--- config.mk ---
export PLATFORM = sky130hd
export DESIGN_NAME = turbine_start_sequencer
export DESIGN_NICKNAME = d
export VERILOG_FILES = /design/src/logic/start_seq_pkg.sv /design/src/logic/pin_filter.sv /design/src/logic/step_timer.sv /design/src/logic/turbine_start_sequencer.sv
export SDC_FILE = /design/constraint.sdc
export NUM_CORES = 1
export LEC_CHECK = 0
export BUFFER_PORTS_ARGS = -buffer_cell sky130_fd_sc_hd__buf_2
export CAP_MARGIN = 20
export CORE_MARGIN = 8
export CORE_UTILIZATION = 54
export DETAILED_ROUTE_END_ITERATION = 16
export MAX_ROUTING_LAYER = met4
export PLACE_DENSITY_LB_ADDON = 0.12
export SLEW_MARGIN = 10
export SYNTH_ARGS = -nofsm -noshare
export SYNTH_HDL_FRONTEND = slang
export SYNTH_SLANG_ARGS = --single-unit
--- constraint.sdc ---
create_clock -name sys_clk -period 5.5 [get_ports sys_clk]
set_input_delay 0.275 -clock sys_clk [delete_from_list [all_inputs] [get_ports sys_clk]]
set_output_delay 0.275 -clock sys_clk [all_outputs]
set_load 0.02 [all_outputs]
--- src/logic/start_seq_pkg.sv ---
package start_seq_pkg;
   // clock and tick timing
   localparam int CLK_PERIOD_NS  = 100;
   localparam int TICK_PERIOD_NS = 1000000000;
   localparam int TICK_CYCLES    = TICK_PERIOD_NS / CLK_PERIOD_NS;

   // widths
   localparam int SPEED_W   = 16;
   localparam int TIME_W    = 12;
   localparam int FUEL_W    = 11;
   localparam int CUST_DI_N = 11;   // inputs 5-8 and 18-24
   localparam int PIN_N     = 5;

   // step times in seconds: defaults and ranges
   localparam logic [11:0] CRANK_ALARM_S    = 12'd30;
   localparam logic [11:0] PURGE_DEF_S      = 12'd20;
   localparam logic [11:0] PURGE_MIN_S      = 12'd5;
   localparam logic [11:0] PURGE_MAX_S      = 12'd3000;
   localparam logic [11:0] LITE_GAS_DEF_S   = 12'd10;
   localparam logic [11:0] LITE_LIQ_DEF_S   = 12'd15;
   localparam logic [11:0] LITE_MIN_S       = 12'd2;
   localparam logic [11:0] LITE_MAX_S       = 12'd30;
   localparam logic [11:0] WARMUP_DEF_S     = 12'd20;
   localparam logic [11:0] STEP_MIN_S       = 12'd5;
   localparam logic [11:0] STEP_MAX_S       = 12'd600;
   localparam logic [11:0] ACCEL_PT_DEF_S   = 12'd60;

   // speeds, rates and the exhaust temperature limit
   localparam logic [15:0] MIN_CRANK_DEF_RPM = 16'd1000;
   localparam logic [15:0] PT_RATED_DEF_RPM  = 16'd3600;
   localparam logic [15:0] PT_RATED_MIN_RPM  = 16'd100;
   localparam logic [15:0] PT_RATED_MAX_RPM  = 16'd20000;
   localparam logic [15:0] GG_RATE_DEF_RPM_S = 16'd20;
   localparam logic [15:0] GG_RATE_FAST_RPM_S = 16'd50;
   localparam logic [15:0] EGT_LIMIT_DEGF    = 16'd400;

   // fuel start ramp in tenths of a percent
   localparam logic [10:0] FUEL_STEP_PER_S = 11'd3;
   localparam logic [10:0] FUEL_FULL       = 11'd1000;

   typedef enum logic [8:0] {
      ST_STOPPED  = 9'h001,
      ST_CRANK    = 9'h002,
      ST_PURGE    = 9'h004,
      ST_LITEOFF  = 9'h008,
      ST_ACCEL_GG = 9'h010,
      ST_WARMUP   = 9'h020,
      ST_ACCEL_PT = 9'h040,
      ST_REACHED  = 9'h080,
      ST_COMPLETE = 9'h100
   } seq_state_t;
endpackage : start_seq_pkg

--- src/logic/pin_filter.sv ---
`timescale 1ns/10ps
// three-stage filter for pins from outside the clock domain
module pin_filter #(
   parameter int N = 1
) (
   input  wire logic         sys_clk,
   input  wire logic         sys_rst,
   input  wire logic [N-1:0] pin_in,
   output logic      [N-1:0] level_q
);
   logic [N-1:0] s1_q, s2_q, s3_q;
   logic [N-1:0] level_d;

   // a change counts only once stages two and three agree
   always_comb begin
      for (int i = 0; i < N; i++) begin
         level_d[i] = (s2_q[i] == s3_q[i]) ? s2_q[i] : level_q[i];
      end
   end

   always_ff @(posedge sys_clk) begin
      if (sys_rst) begin
         s1_q    <= '0;
         s2_q    <= '0;
         s3_q    <= '0;
         level_q <= '0;
      end else begin
         s1_q    <= pin_in;
         s2_q    <= s1_q;   // s1 feeds nothing else
         s3_q    <= s2_q;
         level_q <= level_d;
      end
   end
endmodule : pin_filter

--- src/logic/step_timer.sv ---
`timescale 1ns/10ps
// seconds elapsed in the current step, saturating
module step_timer #(
   parameter int W = 12
) (
   input  wire logic         sys_clk,
   input  wire logic         sys_rst,
   input  wire logic         restart,
   input  wire logic         tick,
   output logic      [W-1:0] elapsed_q
);
   logic [W-1:0] elapsed_d;

   // restart wins over a tick in the same cycle
   always_comb begin
      elapsed_d = elapsed_q;
      if (restart) begin
         elapsed_d = '0;
      end else if (tick && elapsed_q != {W{1'b1}}) begin
         elapsed_d = elapsed_q + W'(1);
      end
   end

   always_ff @(posedge sys_clk) begin
      if (sys_rst) begin
         elapsed_q <= '0;
      end else begin
         elapsed_q <= elapsed_d;
      end
   end
endmodule : step_timer

--- src/logic/turbine_start_sequencer.sv ---
`timescale 1ns/10ps
module turbine_start_sequencer #(
   parameter int TICK_CYCLES = start_seq_pkg::TICK_CYCLES
) (
   input  wire logic                     sys_clk,
   input  wire logic                     sys_rst,
   input  wire logic                     start_cmd,
   input  wire logic                     shutdown_pin,
   input  wire logic                     calibrate_pin,
   input  wire logic                     manual_crank_pin,
   input  wire logic                     valves_closed_pin,
   input  wire logic                     flame_pin,
   input  wire logic [10:0]              discrete_input_perm,
   input  wire logic [10:0]              discrete_input_enable,
   input  wire logic [15:0]              exhaust_gas_temperature,
   input  wire logic                     metering_at_min,
   input  wire logic [15:0]              gas_generator_shaft_rpm,
   input  wire logic [15:0]              power_turbine_shaft_rpm,
   input  wire logic                     power_turbine_in_control,
   input  wire logic [15:0]              min_crank_rpm,
   input  wire logic [15:0]              starter_cutout_rpm,
   input  wire logic [15:0]              gas_generator_idle_rpm,
   input  wire logic [15:0]              gas_generator_min_ref,
   input  wire logic [15:0]              gas_generator_max_ref,
   input  wire logic [15:0]              power_turbine_idle_ref,
   input  wire logic [15:0]              power_turbine_rated_cfg,
   input  wire logic [11:0]              purge_time_s,
   input  wire logic [11:0]              liteoff_gas_time_s,
   input  wire logic [11:0]              liteoff_liquid_time_s,
   input  wire logic [11:0]              accel_idle_time_s,
   input  wire logic [11:0]              warmup_time_s,
   input  wire logic [11:0]              accel_pt_time_s,
   input  wire logic                     fast_rate_sel,
   input  wire logic                     fuel_is_liquid,
   input  wire logic                     end_at_idle,
   output logic                          starter_relay_q,
   output logic                          ignitor_q,
   output logic                          gas_valve_open_q,
   output logic                          liquid_valve_open_q,
   output logic [10:0]                   fuel_ramp_q,
   output logic [15:0]                   gas_generator_ref_q,
   output logic [15:0]                   power_turbine_ref_q,
   output logic                          pt_rated_pulse_q,
   output logic                          shutdown_cmd_q,
   output logic                          crank_alarm_q,
   output logic                          fail_liteoff_q,
   output logic                          gg_fail_accel_q,
   output logic                          pt_fail_accel_q,
   output logic                          sequence_complete_q,
   output start_seq_pkg::seq_state_t     state_q
);
   localparam int TW = (TICK_CYCLES > 1) ? $clog2(TICK_CYCLES) : 1;

   function automatic logic [15:0] clamp16(input logic [15:0] v, input logic [15:0] lo, input logic [15:0] hi);
      clamp16 = (v < lo) ? lo : ((v > hi) ? hi : v);
   endfunction : clamp16

   logic [4:0]   pins_q;
   logic [11:0]  elapsed_s;
   logic [TW-1:0] tick_cnt_q, tick_cnt_d;
   logic         tick;
   start_seq_pkg::seq_state_t state_d;
   logic         starter_relay_d, ignitor_d, gas_valve_open_d, liquid_valve_open_d;
   logic [10:0]  fuel_ramp_d;
   logic [15:0]  gas_generator_ref_d, power_turbine_ref_d;
   logic         pt_rated_pulse_d, shutdown_cmd_d, sequence_complete_d;
   logic         crank_alarm_d, fail_liteoff_d, gg_fail_accel_d, pt_fail_accel_d;
   logic         shutdown_active, calibrate_mode, manual_crank, valves_closed, flame_seen;
   logic         permissive_ok, fault;
   logic [11:0]  purge_lim, liteoff_lim, accel_lim, warmup_lim, pt_lim;
   logic [15:0]  pt_rated, gg_rate;
   logic [16:0]  gg_sum, pt_sum;
   logic [11:0]  fuel_sum;

   // pin inputs cross in through the three-stage filter
   pin_filter #(.N(start_seq_pkg::PIN_N)) u_pins (
      .sys_clk (sys_clk),
      .sys_rst (sys_rst),
      .pin_in  ({shutdown_pin, calibrate_pin, manual_crank_pin, valves_closed_pin, flame_pin}),
      .level_q (pins_q)
   );
   assign {shutdown_active, calibrate_mode, manual_crank, valves_closed, flame_seen} = pins_q;

   // one step timer, restarted on every step change
   step_timer #(.W(start_seq_pkg::TIME_W)) u_timer (
      .sys_clk   (sys_clk),
      .sys_rst   (sys_rst),
      .restart   (state_d != state_q),
      .tick      (tick),
      .elapsed_q (elapsed_s)
   );

   // one second tick from the system clock
   always_comb begin
      tick       = (tick_cnt_q == TW'(TICK_CYCLES - 1));
      tick_cnt_d = tick ? '0 : tick_cnt_q + TW'(1);
   end

   // configured limits pulled into their legal ranges, except accel_lim, which is taken from accel_idle_time_s unclamped
   always_comb begin
      purge_lim   = 12'(clamp16({4'h0, purge_time_s}, {4'h0, start_seq_pkg::PURGE_MIN_S},
                            {4'h0, start_seq_pkg::PURGE_MAX_S}));
      liteoff_lim = 12'(clamp16({4'h0, fuel_is_liquid ? liteoff_liquid_time_s : liteoff_gas_time_s},
                            {4'h0, start_seq_pkg::LITE_MIN_S}, {4'h0, start_seq_pkg::LITE_MAX_S}));
      accel_lim   = accel_idle_time_s;
      warmup_lim  = 12'(clamp16({4'h0, warmup_time_s}, {4'h0, start_seq_pkg::STEP_MIN_S},
                            {4'h0, start_seq_pkg::STEP_MAX_S}));
      pt_lim      = 12'(clamp16({4'h0, accel_pt_time_s}, {4'h0, start_seq_pkg::STEP_MIN_S},
                            {4'h0, start_seq_pkg::STEP_MAX_S}));
      pt_rated    = clamp16(power_turbine_rated_cfg, start_seq_pkg::PT_RATED_MIN_RPM,
                            start_seq_pkg::PT_RATED_MAX_RPM);
      gg_rate     = fast_rate_sel ? start_seq_pkg::GG_RATE_FAST_RPM_S
                                  : start_seq_pkg::GG_RATE_DEF_RPM_S;
   end

   // permissives: all true together, customer inputs masked by enable
   assign permissive_ok = !shutdown_active && !calibrate_mode && !manual_crank
                       && (exhaust_gas_temperature < start_seq_pkg::EGT_LIMIT_DEGF)
                       && valves_closed && metering_at_min
                       && (gas_generator_ref_q == gas_generator_min_ref)
                       && (power_turbine_ref_q == power_turbine_idle_ref)
                       && (&(discrete_input_perm | ~discrete_input_enable));

   // sequence next state and outputs
   always_comb begin
      state_d             = state_q;
      starter_relay_d     = starter_relay_q;
      ignitor_d           = ignitor_q;
      gas_valve_open_d    = gas_valve_open_q;
      liquid_valve_open_d = liquid_valve_open_q;
      fuel_ramp_d         = fuel_ramp_q;
      gas_generator_ref_d = gas_generator_ref_q;
      power_turbine_ref_d = power_turbine_ref_q;
      pt_rated_pulse_d    = 1'b0;
      shutdown_cmd_d      = 1'b0;
      sequence_complete_d = sequence_complete_q;
      crank_alarm_d       = crank_alarm_q;
      fail_liteoff_d      = fail_liteoff_q;
      gg_fail_accel_d     = gg_fail_accel_q;
      pt_fail_accel_d     = pt_fail_accel_q;
      fault               = 1'b0;
      gg_sum   = {1'b0, gas_generator_ref_q} + {1'b0, gg_rate};
      pt_sum   = {1'b0, power_turbine_ref_q} + {1'b0, start_seq_pkg::GG_RATE_DEF_RPM_S};
      fuel_sum = {1'b0, fuel_ramp_q} + {1'b0, start_seq_pkg::FUEL_STEP_PER_S};
      unique case (state_q)
         start_seq_pkg::ST_STOPPED: begin
            gas_generator_ref_d = gas_generator_min_ref;
            power_turbine_ref_d = power_turbine_idle_ref;
            fuel_ramp_d         = '0;
            if (start_cmd && permissive_ok) begin
               state_d             = start_seq_pkg::ST_CRANK;
               starter_relay_d     = 1'b1;
               sequence_complete_d = 1'b0;
               crank_alarm_d       = 1'b0;   // flags kept from last attempt until now
               fail_liteoff_d      = 1'b0;
               gg_fail_accel_d     = 1'b0;
               pt_fail_accel_d     = 1'b0;
            end
         end
         start_seq_pkg::ST_CRANK: begin
            if (gas_generator_shaft_rpm > min_crank_rpm) begin
               state_d = start_seq_pkg::ST_PURGE;
            end else if (elapsed_s >= start_seq_pkg::CRANK_ALARM_S) begin
               crank_alarm_d = 1'b1;
            end
         end
         start_seq_pkg::ST_PURGE: begin
            if (elapsed_s >= purge_lim) begin
               state_d             = start_seq_pkg::ST_LITEOFF;
               ignitor_d           = 1'b1;
               gas_valve_open_d    = !fuel_is_liquid;
               liquid_valve_open_d = fuel_is_liquid;
            end
         end
         start_seq_pkg::ST_LITEOFF: begin
            if (flame_seen) begin
               state_d   = start_seq_pkg::ST_ACCEL_GG;
               ignitor_d = 1'b0;
            end else if (elapsed_s >= liteoff_lim) begin
               fault          = 1'b1;
               fail_liteoff_d = 1'b1;
            end
         end
         start_seq_pkg::ST_ACCEL_GG: begin
            if (tick) begin
               fuel_ramp_d = (fuel_sum > {1'b0, start_seq_pkg::FUEL_FULL}) ? start_seq_pkg::FUEL_FULL
                                                                           : fuel_sum[10:0];
            end
            if (gas_generator_shaft_rpm > starter_cutout_rpm) begin
               starter_relay_d = 1'b0;
            end
            if (gas_generator_shaft_rpm >= gas_generator_idle_rpm) begin
               state_d     = start_seq_pkg::ST_WARMUP;
               fuel_ramp_d = start_seq_pkg::FUEL_FULL;   // speed loop takes over
            end else if (elapsed_s >= accel_lim) begin
               fault           = 1'b1;
               gg_fail_accel_d = 1'b1;
            end
         end
         start_seq_pkg::ST_WARMUP: begin
            starter_relay_d = 1'b0;
            if (elapsed_s >= warmup_lim) begin
               if (end_at_idle) begin
                  state_d             = start_seq_pkg::ST_COMPLETE;
                  sequence_complete_d = 1'b1;
               end else begin
                  state_d          = start_seq_pkg::ST_ACCEL_PT;
                  pt_rated_pulse_d = 1'b1;
               end
            end
         end
         start_seq_pkg::ST_ACCEL_PT: begin
            if (tick) begin
               gas_generator_ref_d = (gg_sum > {1'b0, gas_generator_max_ref}) ? gas_generator_max_ref
                                                                              : gg_sum[15:0];
               power_turbine_ref_d = (pt_sum > {1'b0, pt_rated}) ? pt_rated : pt_sum[15:0];
            end
            if (power_turbine_in_control && power_turbine_shaft_rpm >= pt_rated) begin
               state_d = start_seq_pkg::ST_REACHED;
            end else if (elapsed_s >= pt_lim) begin
               fault           = 1'b1;
               pt_fail_accel_d = 1'b1;
            end
         end
         start_seq_pkg::ST_REACHED: begin
            gas_generator_ref_d = gas_generator_max_ref;
            power_turbine_ref_d = pt_rated;
            sequence_complete_d = 1'b1;
            state_d             = start_seq_pkg::ST_COMPLETE;
         end
         start_seq_pkg::ST_COMPLETE: begin
         end
         default: begin
            state_d = start_seq_pkg::ST_STOPPED;   // illegal code recovers to stopped
         end
      endcase
      // shutdown from the pin or a step fault, outside stopped, forces stopped and turns off relay, ignitor, valves and fuel ramp
      if ((shutdown_active || fault) && state_q != start_seq_pkg::ST_STOPPED) begin
         state_d             = start_seq_pkg::ST_STOPPED;
         starter_relay_d     = 1'b0;
         ignitor_d           = 1'b0;
         gas_valve_open_d    = 1'b0;
         liquid_valve_open_d = 1'b0;
         fuel_ramp_d         = '0;
         sequence_complete_d = 1'b0;
         pt_rated_pulse_d    = 1'b0;
         shutdown_cmd_d      = fault;
      end
   end

   always_ff @(posedge sys_clk) begin
      if (sys_rst) begin
         tick_cnt_q          <= '0;
         state_q             <= start_seq_pkg::ST_STOPPED;
         starter_relay_q     <= 1'b0;
         ignitor_q           <= 1'b0;
         gas_valve_open_q    <= 1'b0;
         liquid_valve_open_q <= 1'b0;
         fuel_ramp_q         <= '0;
         gas_generator_ref_q <= '0;
         power_turbine_ref_q <= '0;
         pt_rated_pulse_q    <= 1'b0;
         shutdown_cmd_q      <= 1'b0;
         sequence_complete_q <= 1'b0;
         crank_alarm_q       <= 1'b0;
         fail_liteoff_q      <= 1'b0;
         gg_fail_accel_q     <= 1'b0;
         pt_fail_accel_q     <= 1'b0;
      end else begin
         tick_cnt_q          <= tick_cnt_d;
         state_q             <= state_d;
         starter_relay_q     <= starter_relay_d;
         ignitor_q           <= ignitor_d;
         gas_valve_open_q    <= gas_valve_open_d;
         liquid_valve_open_q <= liquid_valve_open_d;
         fuel_ramp_q         <= fuel_ramp_d;
         gas_generator_ref_q <= gas_generator_ref_d;
         power_turbine_ref_q <= power_turbine_ref_d;
         pt_rated_pulse_q    <= pt_rated_pulse_d;
         shutdown_cmd_q      <= shutdown_cmd_d;
         sequence_complete_q <= sequence_complete_d;
         crank_alarm_q       <= crank_alarm_d;
         fail_liteoff_q      <= fail_liteoff_d;
         gg_fail_accel_q     <= gg_fail_accel_d;
         pt_fail_accel_q     <= pt_fail_accel_d;
      end
   end
endmodule : turbine_start_sequencer

# ---- Word-level counts from Yosys, hierarchy flattened
# Index checks and enable logic that the tools add are counted.
dict set report word_totals {
  register_bits 119
  latch_bits 0
  mem_bits_rw 0
  romBits 0
  inputBits 267
  out_inout_bits 63
  n_memories 0
}
dict set report classes {
  add_sub_neg 5
  mul 0
  n_div 0
  n_lt_le_gt_ge 24
  eq_ne 36
  shifts 0
  mux 62
  bitwise_logic 5
  reduce_logical 41
}
# cell count
set op_table {}
lappend op_table {{$mux 12} 9}
lappend op_table {{$mux 16} 6}
lappend op_table {{$pmux 16 s3} 2}
lappend op_table {{$mux 9} 9}
lappend op_table {{$pmux 9 s9} 1}
lappend op_table {{$ge 12x12->1} 5}
lappend op_table {{$gt 12x10->1 const B} 3}
lappend op_table {{$lt 12x3->1 const B} 3}
lappend op_table {{$gt 17x16->1} 2}
lappend op_table {{$mux 11} 3}
lappend op_table {{$eq 16x16->1} 2}
lappend op_table {{$ge 16x16->1} 2}
lappend op_table {{$gt 16x16->1} 2}
lappend op_table {{$ne 2x2->1 const B} 13}
lappend op_table {{$add 24x1->24 const B} 1}
lappend op_table {{$eq 24x24->1 const B} 1}
lappend op_table {{$mux 1} 22}
lappend op_table {{$pmux 11 s2} 1}
lappend op_table {{$reduce_and 4->1} 5}
lappend op_table {{$add 16x5->17 const B} 1}
lappend op_table {{$add 16x6->17} 1}
lappend op_table {{$gt 16x15->1 const B} 1}
lappend op_table {{$lt 16x7->1 const B} 1}
lappend op_table {{$lt 16x9->1 const B} 1}
lappend op_table {{other kinds (37)} 76}

# ---- Logic depth before layout (Yosys ltp)
dict set report depth {
  depth_word 15
  ltp_mapped 20
  ltp_nobuf 19
}

# ---- Hierarchy
# A second synthesis with hierarchy kept.
dict set report hier_totals {
  cells_unflattened 1398
  hier_area_um2 10840.4
}
# module n_inst cells_each area_per_inst_um2
set by_module_without_submodules {}
lappend by_module_without_submodules {turbine_start_sequencer 1 1274 9567.9}
lappend by_module_without_submodules {pin_filter 1 52 641.9}
lappend by_module_without_submodules {step_timer 1 72 630.6}

# ---- Least setup slack after synthesis
# OpenSTA, ideal clock, no wires.
dict set report synth_path {
  path_type {in2reg}
  from {in power_turbine_rated_cfg[3]}
  to {reg u_timer.elapsed_q[1]}
  arrival_time_ps 3904
  required_ps 5381
  path_slack_ps 1478
  stages 19
  n_path_buf 2
  cell_sequence {or3_1 -> o31ai_1 -> a21oi_1 -> o31ai_1 -> nand2b_1 -> clkbuf_1 -> nor2_1 -> and2_1 -> ha_1 -> nand2b_1 -> a2111oi_0 -> o31ai_1 -> a211oi_1 -> o221ai_2 -> a31oi_4 -> a21o_1 -> and3_1 -> clkbuf_4 -> nor3_2}
}
dict set report synth_between {
  elab_chain_len 12
}
# item line
set synth_lines {}
lappend synth_lines {{start, declared} turbine_start_sequencer.sv:26} ;# input wire logic [15:0] power_turbine_rated_cfg,
lappend synth_lines {{$gt 16x15->1} turbine_start_sequencer.sv:55} ;# clamp16 = (v < lo) ? lo : ((v > hi) ? hi : v);
lappend synth_lines {{$mux 16} turbine_start_sequencer.sv:55}
lappend synth_lines {{$mux 16 *} turbine_start_sequencer.sv:55}
lappend synth_lines {{$ge 16x16->1 *} turbine_start_sequencer.sv:218} ;# if (power_turbine_in_control && power_turbine_shaft_rpm >= pt_rated) begin
lappend synth_lines {{$logic_and 1x1->1 *} turbine_start_sequencer.sv:218}
lappend synth_lines {{$mux 1} turbine_start_sequencer.sv:218}
lappend synth_lines {{$pmux 1 s3} turbine_start_sequencer.sv:145} ;# unique case (state_q)
lappend synth_lines {{$logic_or 1x1->1} turbine_start_sequencer.sv:238} ;# if ((shutdown_active || fault) && state_q != start_seq_pkg::ST_STOPPED) begin
lappend synth_lines {{$logic_and 1x1->1} turbine_start_sequencer.sv:238}
lappend synth_lines {{$mux 9 *} turbine_start_sequencer.sv:238}
lappend synth_lines {{$ne 9x9->1 *} turbine_start_sequencer.sv:88} ;# .restart (state_d != state_q),
lappend synth_lines {{$reduce_or 2->1 (no line) *} n/a}
lappend synth_lines {{end signal, assigned} step_timer.sv:28} ;# elapsed_q <= elapsed_d;
lappend synth_lines {{end, declared} step_timer.sv:10} ;# output logic [W-1:0] elapsed_q
# Every way passes the cells marked *; elsewhere a longest branch is shown, timed or not.
# A chain may end at the register's enable or synchronous reset.

# ---- Worst setup path in the final report
dict set report layout_path {
  from {reg power_turbine_ref_q[6]}
  to {reg power_turbine_ref_q[0]}
}
dict set report layout_between {
  elab_chain_len 5
}
# item line
set layout_lines {}
lappend layout_lines {{start, declared} turbine_start_sequencer.sv:42} ;# output logic [15:0] power_turbine_ref_q,
lappend layout_lines {{start signal, assigned} turbine_start_sequencer.sv:278} ;# power_turbine_ref_q <= power_turbine_ref_d;
lappend layout_lines {{$add 16x5->17} turbine_start_sequencer.sv:143} ;# pt_sum = {1'b0, power_turbine_ref_q} + {1'b0, start_seq_pkg::GG_RATE_DEF_RPM_S};
lappend layout_lines {{$gt 17x16->1} turbine_start_sequencer.sv:216} ;# power_turbine_ref_d = (pt_sum > {1'b0, pt_rated}) ? pt_rated : pt_sum[15:0];
lappend layout_lines {{$mux 16} turbine_start_sequencer.sv:216}
lappend layout_lines {{$mux 16} turbine_start_sequencer.sv:213} ;# if (tick) begin
lappend layout_lines {{$pmux 16 s3} turbine_start_sequencer.sv:145}
# Every way passes these cells. The select of a mux whose other input is x is not followed.

==> impl_metrics.yaml <==
status:
  status: "finished clean"
synthesis:
  synthTopCellsByCount: "165 x ha_1, 163 x nor2_1, 152 x nand2_1"
  synth.avg_cell_area_um2: 7.55
  synth_warnings: 0
  syn-cell-area_um2: 11300
  synth_top_area_share_pct: 21.1
  async_reset_ff_share_pct: 0
  yosysSeqAreaShare_pct: 21.1
  synthCells: 1493
  yosys_register_bits: 119
  synth_ff_type: "dfxtp_1"
  synth_top_area_cell: "dfxtp_1"
  yosysMostFrequentCell: "ha_1"
  synth_area_leaders: "dfxtp_1 21%, ha_1 18%, nor2_1 5.4%"
  synth_edf_count: 0
  ys_types: 80
cells_and_area:
  area_growth_pct: 22.2
  final_area_um2: 13800
  drive_gt1_share_pct: 22.1
  nNetsFinal: 2244
  finish.utilization_pct: 66.4
clock_network:
  clkLatencyLatePin_ns: 0.42
  clk_pin_slew_ns: 0.06
  cts_setup_buffers: 0
  root_buffer: "clkbuf_16"
  htreeDepth: 4
  cts_made_buffers: 17
  clkSinkCount: 119
  clk_path_buf_depth: 2
  cts_hold_buffers: 0
  cts_tree: "built"
  ctsResizeCount: 0
sta:
  relSlewSlack_pct: 35.3
  skew_ns: 0.0143
  rsz0062_at_grt: "false"
  maxSlewViolCount: 0
  worst_pin_slew_ns: 0.946
  fmax_mhz: 233
  worst_slack_ns: 1.21
  period_share_pct: 78.0
  setup_tns_ns: 0
  final.min_clock_period_ns: 4.29
  hold_violations: 0
  setup_viol: 0
drt:
  postRouteAntennaNets: 0
  first_iter_violations: 769
  routedWlPerCell_um: 16.7
  drcViolationCount: 0
  vias: 11900
  viasPerCell: 5.64
  dr.pass1.iters: 5
  wl_mm: 35.1
worst_hold_path:
  hold_class: "in -> reg"
  hold_end: "u_pins.s1_q[4]$_SDFF_PP0_"
  whs_path_depth: 2
  hold_start: "shutdown_pin"
grt:
  grt_usage_pct: 27.2
  grt_pass1_wl_mm: 56.8
  antenna_found_initial: 3
  grt_max_degree: 60
  grt_pass1_vias: 11600
  grt.overflow.total: 0
worst_setup_path:
  worstPathArrival_ns: 4.55
  crit_chain: "nand4_1 > nor2_1 > o211a_1 > and4_1 > xnor2_1 > inv_1 > ha_1 > a211o_1 > or4_1 > or2_0 > a221oi_1 > o2bb2ai_1 > a21o_1 > and2_1 > a22oi_1 > a211oi_1"
  r2r_start: "power_turbine_ref_q[6]$_SDFFE_PP0P_"
  critPathMaxStageDelay_ns: 0.50
  crit_required_ns: 5.76
  cp-start-kind: "register"
  slowest_stage: "dfxtp_1"
  critPathKind: "reg -> reg"
  cp-end-kind: "register"
  ff2ff_setup_slack_ns: 1.21
  crit_fanout: 12
  reg2regPathDepth: 16
  cp_top_family: "compound AO/OA/AOI/OAI gates"
  critPathBufInv: 1
  reg2reg_to: "power_turbine_ref_q[0]$_SDFFE_PP0P_"
pwr:
  max-vdd-ir-drop_mv: 0.243
  power_density_nw_per_um2: 189
  leakagePower_nw: 6.69
run:
  maxCapViolCount: 0
floorplan:
  core_um2: 20800
  die_y_um: 160
  die_w_um: 160
  initial_core_util_pct: 54.3
  die_area_um2: 25800
  rows: 53
  num_io_pins: 330
placement:
  gp_congestion: 0.981
  place_ws_ns: 0.853
  port_buffers: 325
  placed_area_um2: 13100
  dp_hpwl_mm: 28.6
==> worst max path at each step <==
stage / start / endpoint / cells after the start
final: power_turbine_ref_q[6]$_SDFFE_PP0P_ / power_turbine_ref_q[0]$_SDFFE_PP0P_ / 16
after global routing: power_turbine_ref_q[6]$_SDFFE_PP0P_ / power_turbine_ref_q[0]$_SDFFE_PP0P_ / 16
after CTS: power_turbine_ref_q[6]$_SDFFE_PP0P_ / power_turbine_ref_q[0]$_SDFFE_PP0P_ / 16
after detailed placement: power_turbine_rated_cfg[3] / u_timer.elapsed_q[10]$_SDFFE_PP0P_ / 20
after global placement: power_turbine_rated_cfg[3] / u_timer.elapsed_q[10]$_SDFFE_PP0P_ / 20
after floorplan: power_turbine_rated_cfg[3] / u_timer.elapsed_q[1]$_SDFFE_PP0P_ / 19
==> layout make-up <==
cell class | instances | area [um^2]
tap | 275 | 344
timing repair buffer | 337 | 1720
clock inverter | 13 | 196
clock buffer | 19 | 433
antenna | 3 | 7.51
inverter | 110 | 413
fill | 1876 | 6980
multi-input combinational | 1226 | 8280
sequential | 119 | 2380
==> report_power, final <==
group | internal [mW] | switching (mW)
logic | 0.233 | 0.268
clock network | 0.765 | 0.423
registers | 0.882 | 0.0272
total | 1.88 | 0.719
==> kinds of logic after synthesis <==
family | Yosys count | share of synthesized area, %
AND/OR/NAND/NOR | 611 | 27.3
AO/OA/AOI/OAI | 337 | 19.4
adder cells (fa/ha/maj) | 166 | 18.5
buffers and inverters | 160 | 5.84
flip-flops | 119 | 21.1
XOR/XNOR | 93 | 7.23
multiplexers | 6 | 0.566
other | 1 | 0.0333
==> worst reg2reg max path, delay by kind of cell, from the launching register on <==
| kind | cells | cell delay, ns |
|---|---|---|
| adders and majority gates | 1 | 0.33 |
| and+or+nand+nor | 6 | 1.43 |
| buffers and inverters | 1 | 0.07 |
| DFF | 1 | 0.50 |
| AOI/OAI and AO/OA | 7 | 1.65 |
| xor gates and xnor gates | 1 | 0.15 |
==> metrics by stage <==
step	hold slack, ns	cells	total power [mW]
after global routing	0.0587	2102	2.72
after global placement	0.425	2067	1.41
after CTS	0.0567	2099	2.61
final	0.0748	2102	2.60
after detailed placement	0.426	2067	1.42
after floorplan	0.403	1505	1.22
==> layer usage <==
metal | up-vias | wire [um] | share of wire [%] | GRT usage, %
li1 | 5985 | - | - | -
met1 | 5402 | 15000 | 43 | 32.2
met2 | 414 | 16600 | 47 | 44.7
met3 | 61 | 2610 | 7.4 | 6.14
met4 | 0 | 805 | 2.3 | 9.18
met5 | - | 0 | 0 | -
==> sequential cells by signal, summed over array words and instances, names as in the netlist <==
name                 flops
tick_cnt_q              24
gas_generator_ref_q     16
power_turbine_ref_q     16
u_timer.elapsed_q       12
fuel_ramp_q             11
state_q                  9
u_pins.level_q           5
u_pins.s1_q              5
u_pins.s2_q              5
u_pins.s3_q              5
crank_alarm_q            1
fail_liteoff_q           1
gas_valve_open_q         1
gg_fail_accel_q          1
ignitor_q                1
liquid_valve_open_q      1
pt_fail_accel_q          1
pt_rated_pulse_q         1
sequence_complete_q      1
shutdown_cmd_q           1
starter_relay_q          1
==> placed cells by master, fill, tap and decap left out, types with 28 or more instances in the layout <==
cell	n
a211oi_1	28
a21oi_1	105
buf_2	325
dfxtp_1	119
ha_1	165
inv_1	110
nand2_1	152
nand3_1	56
nand4_1	45
nor2_1	162
nor2b_1	31
nor3_1	34
o21ai_0	63
xnor2_1	65
xor2_1	28
Power figures use the tool's default switching activity.
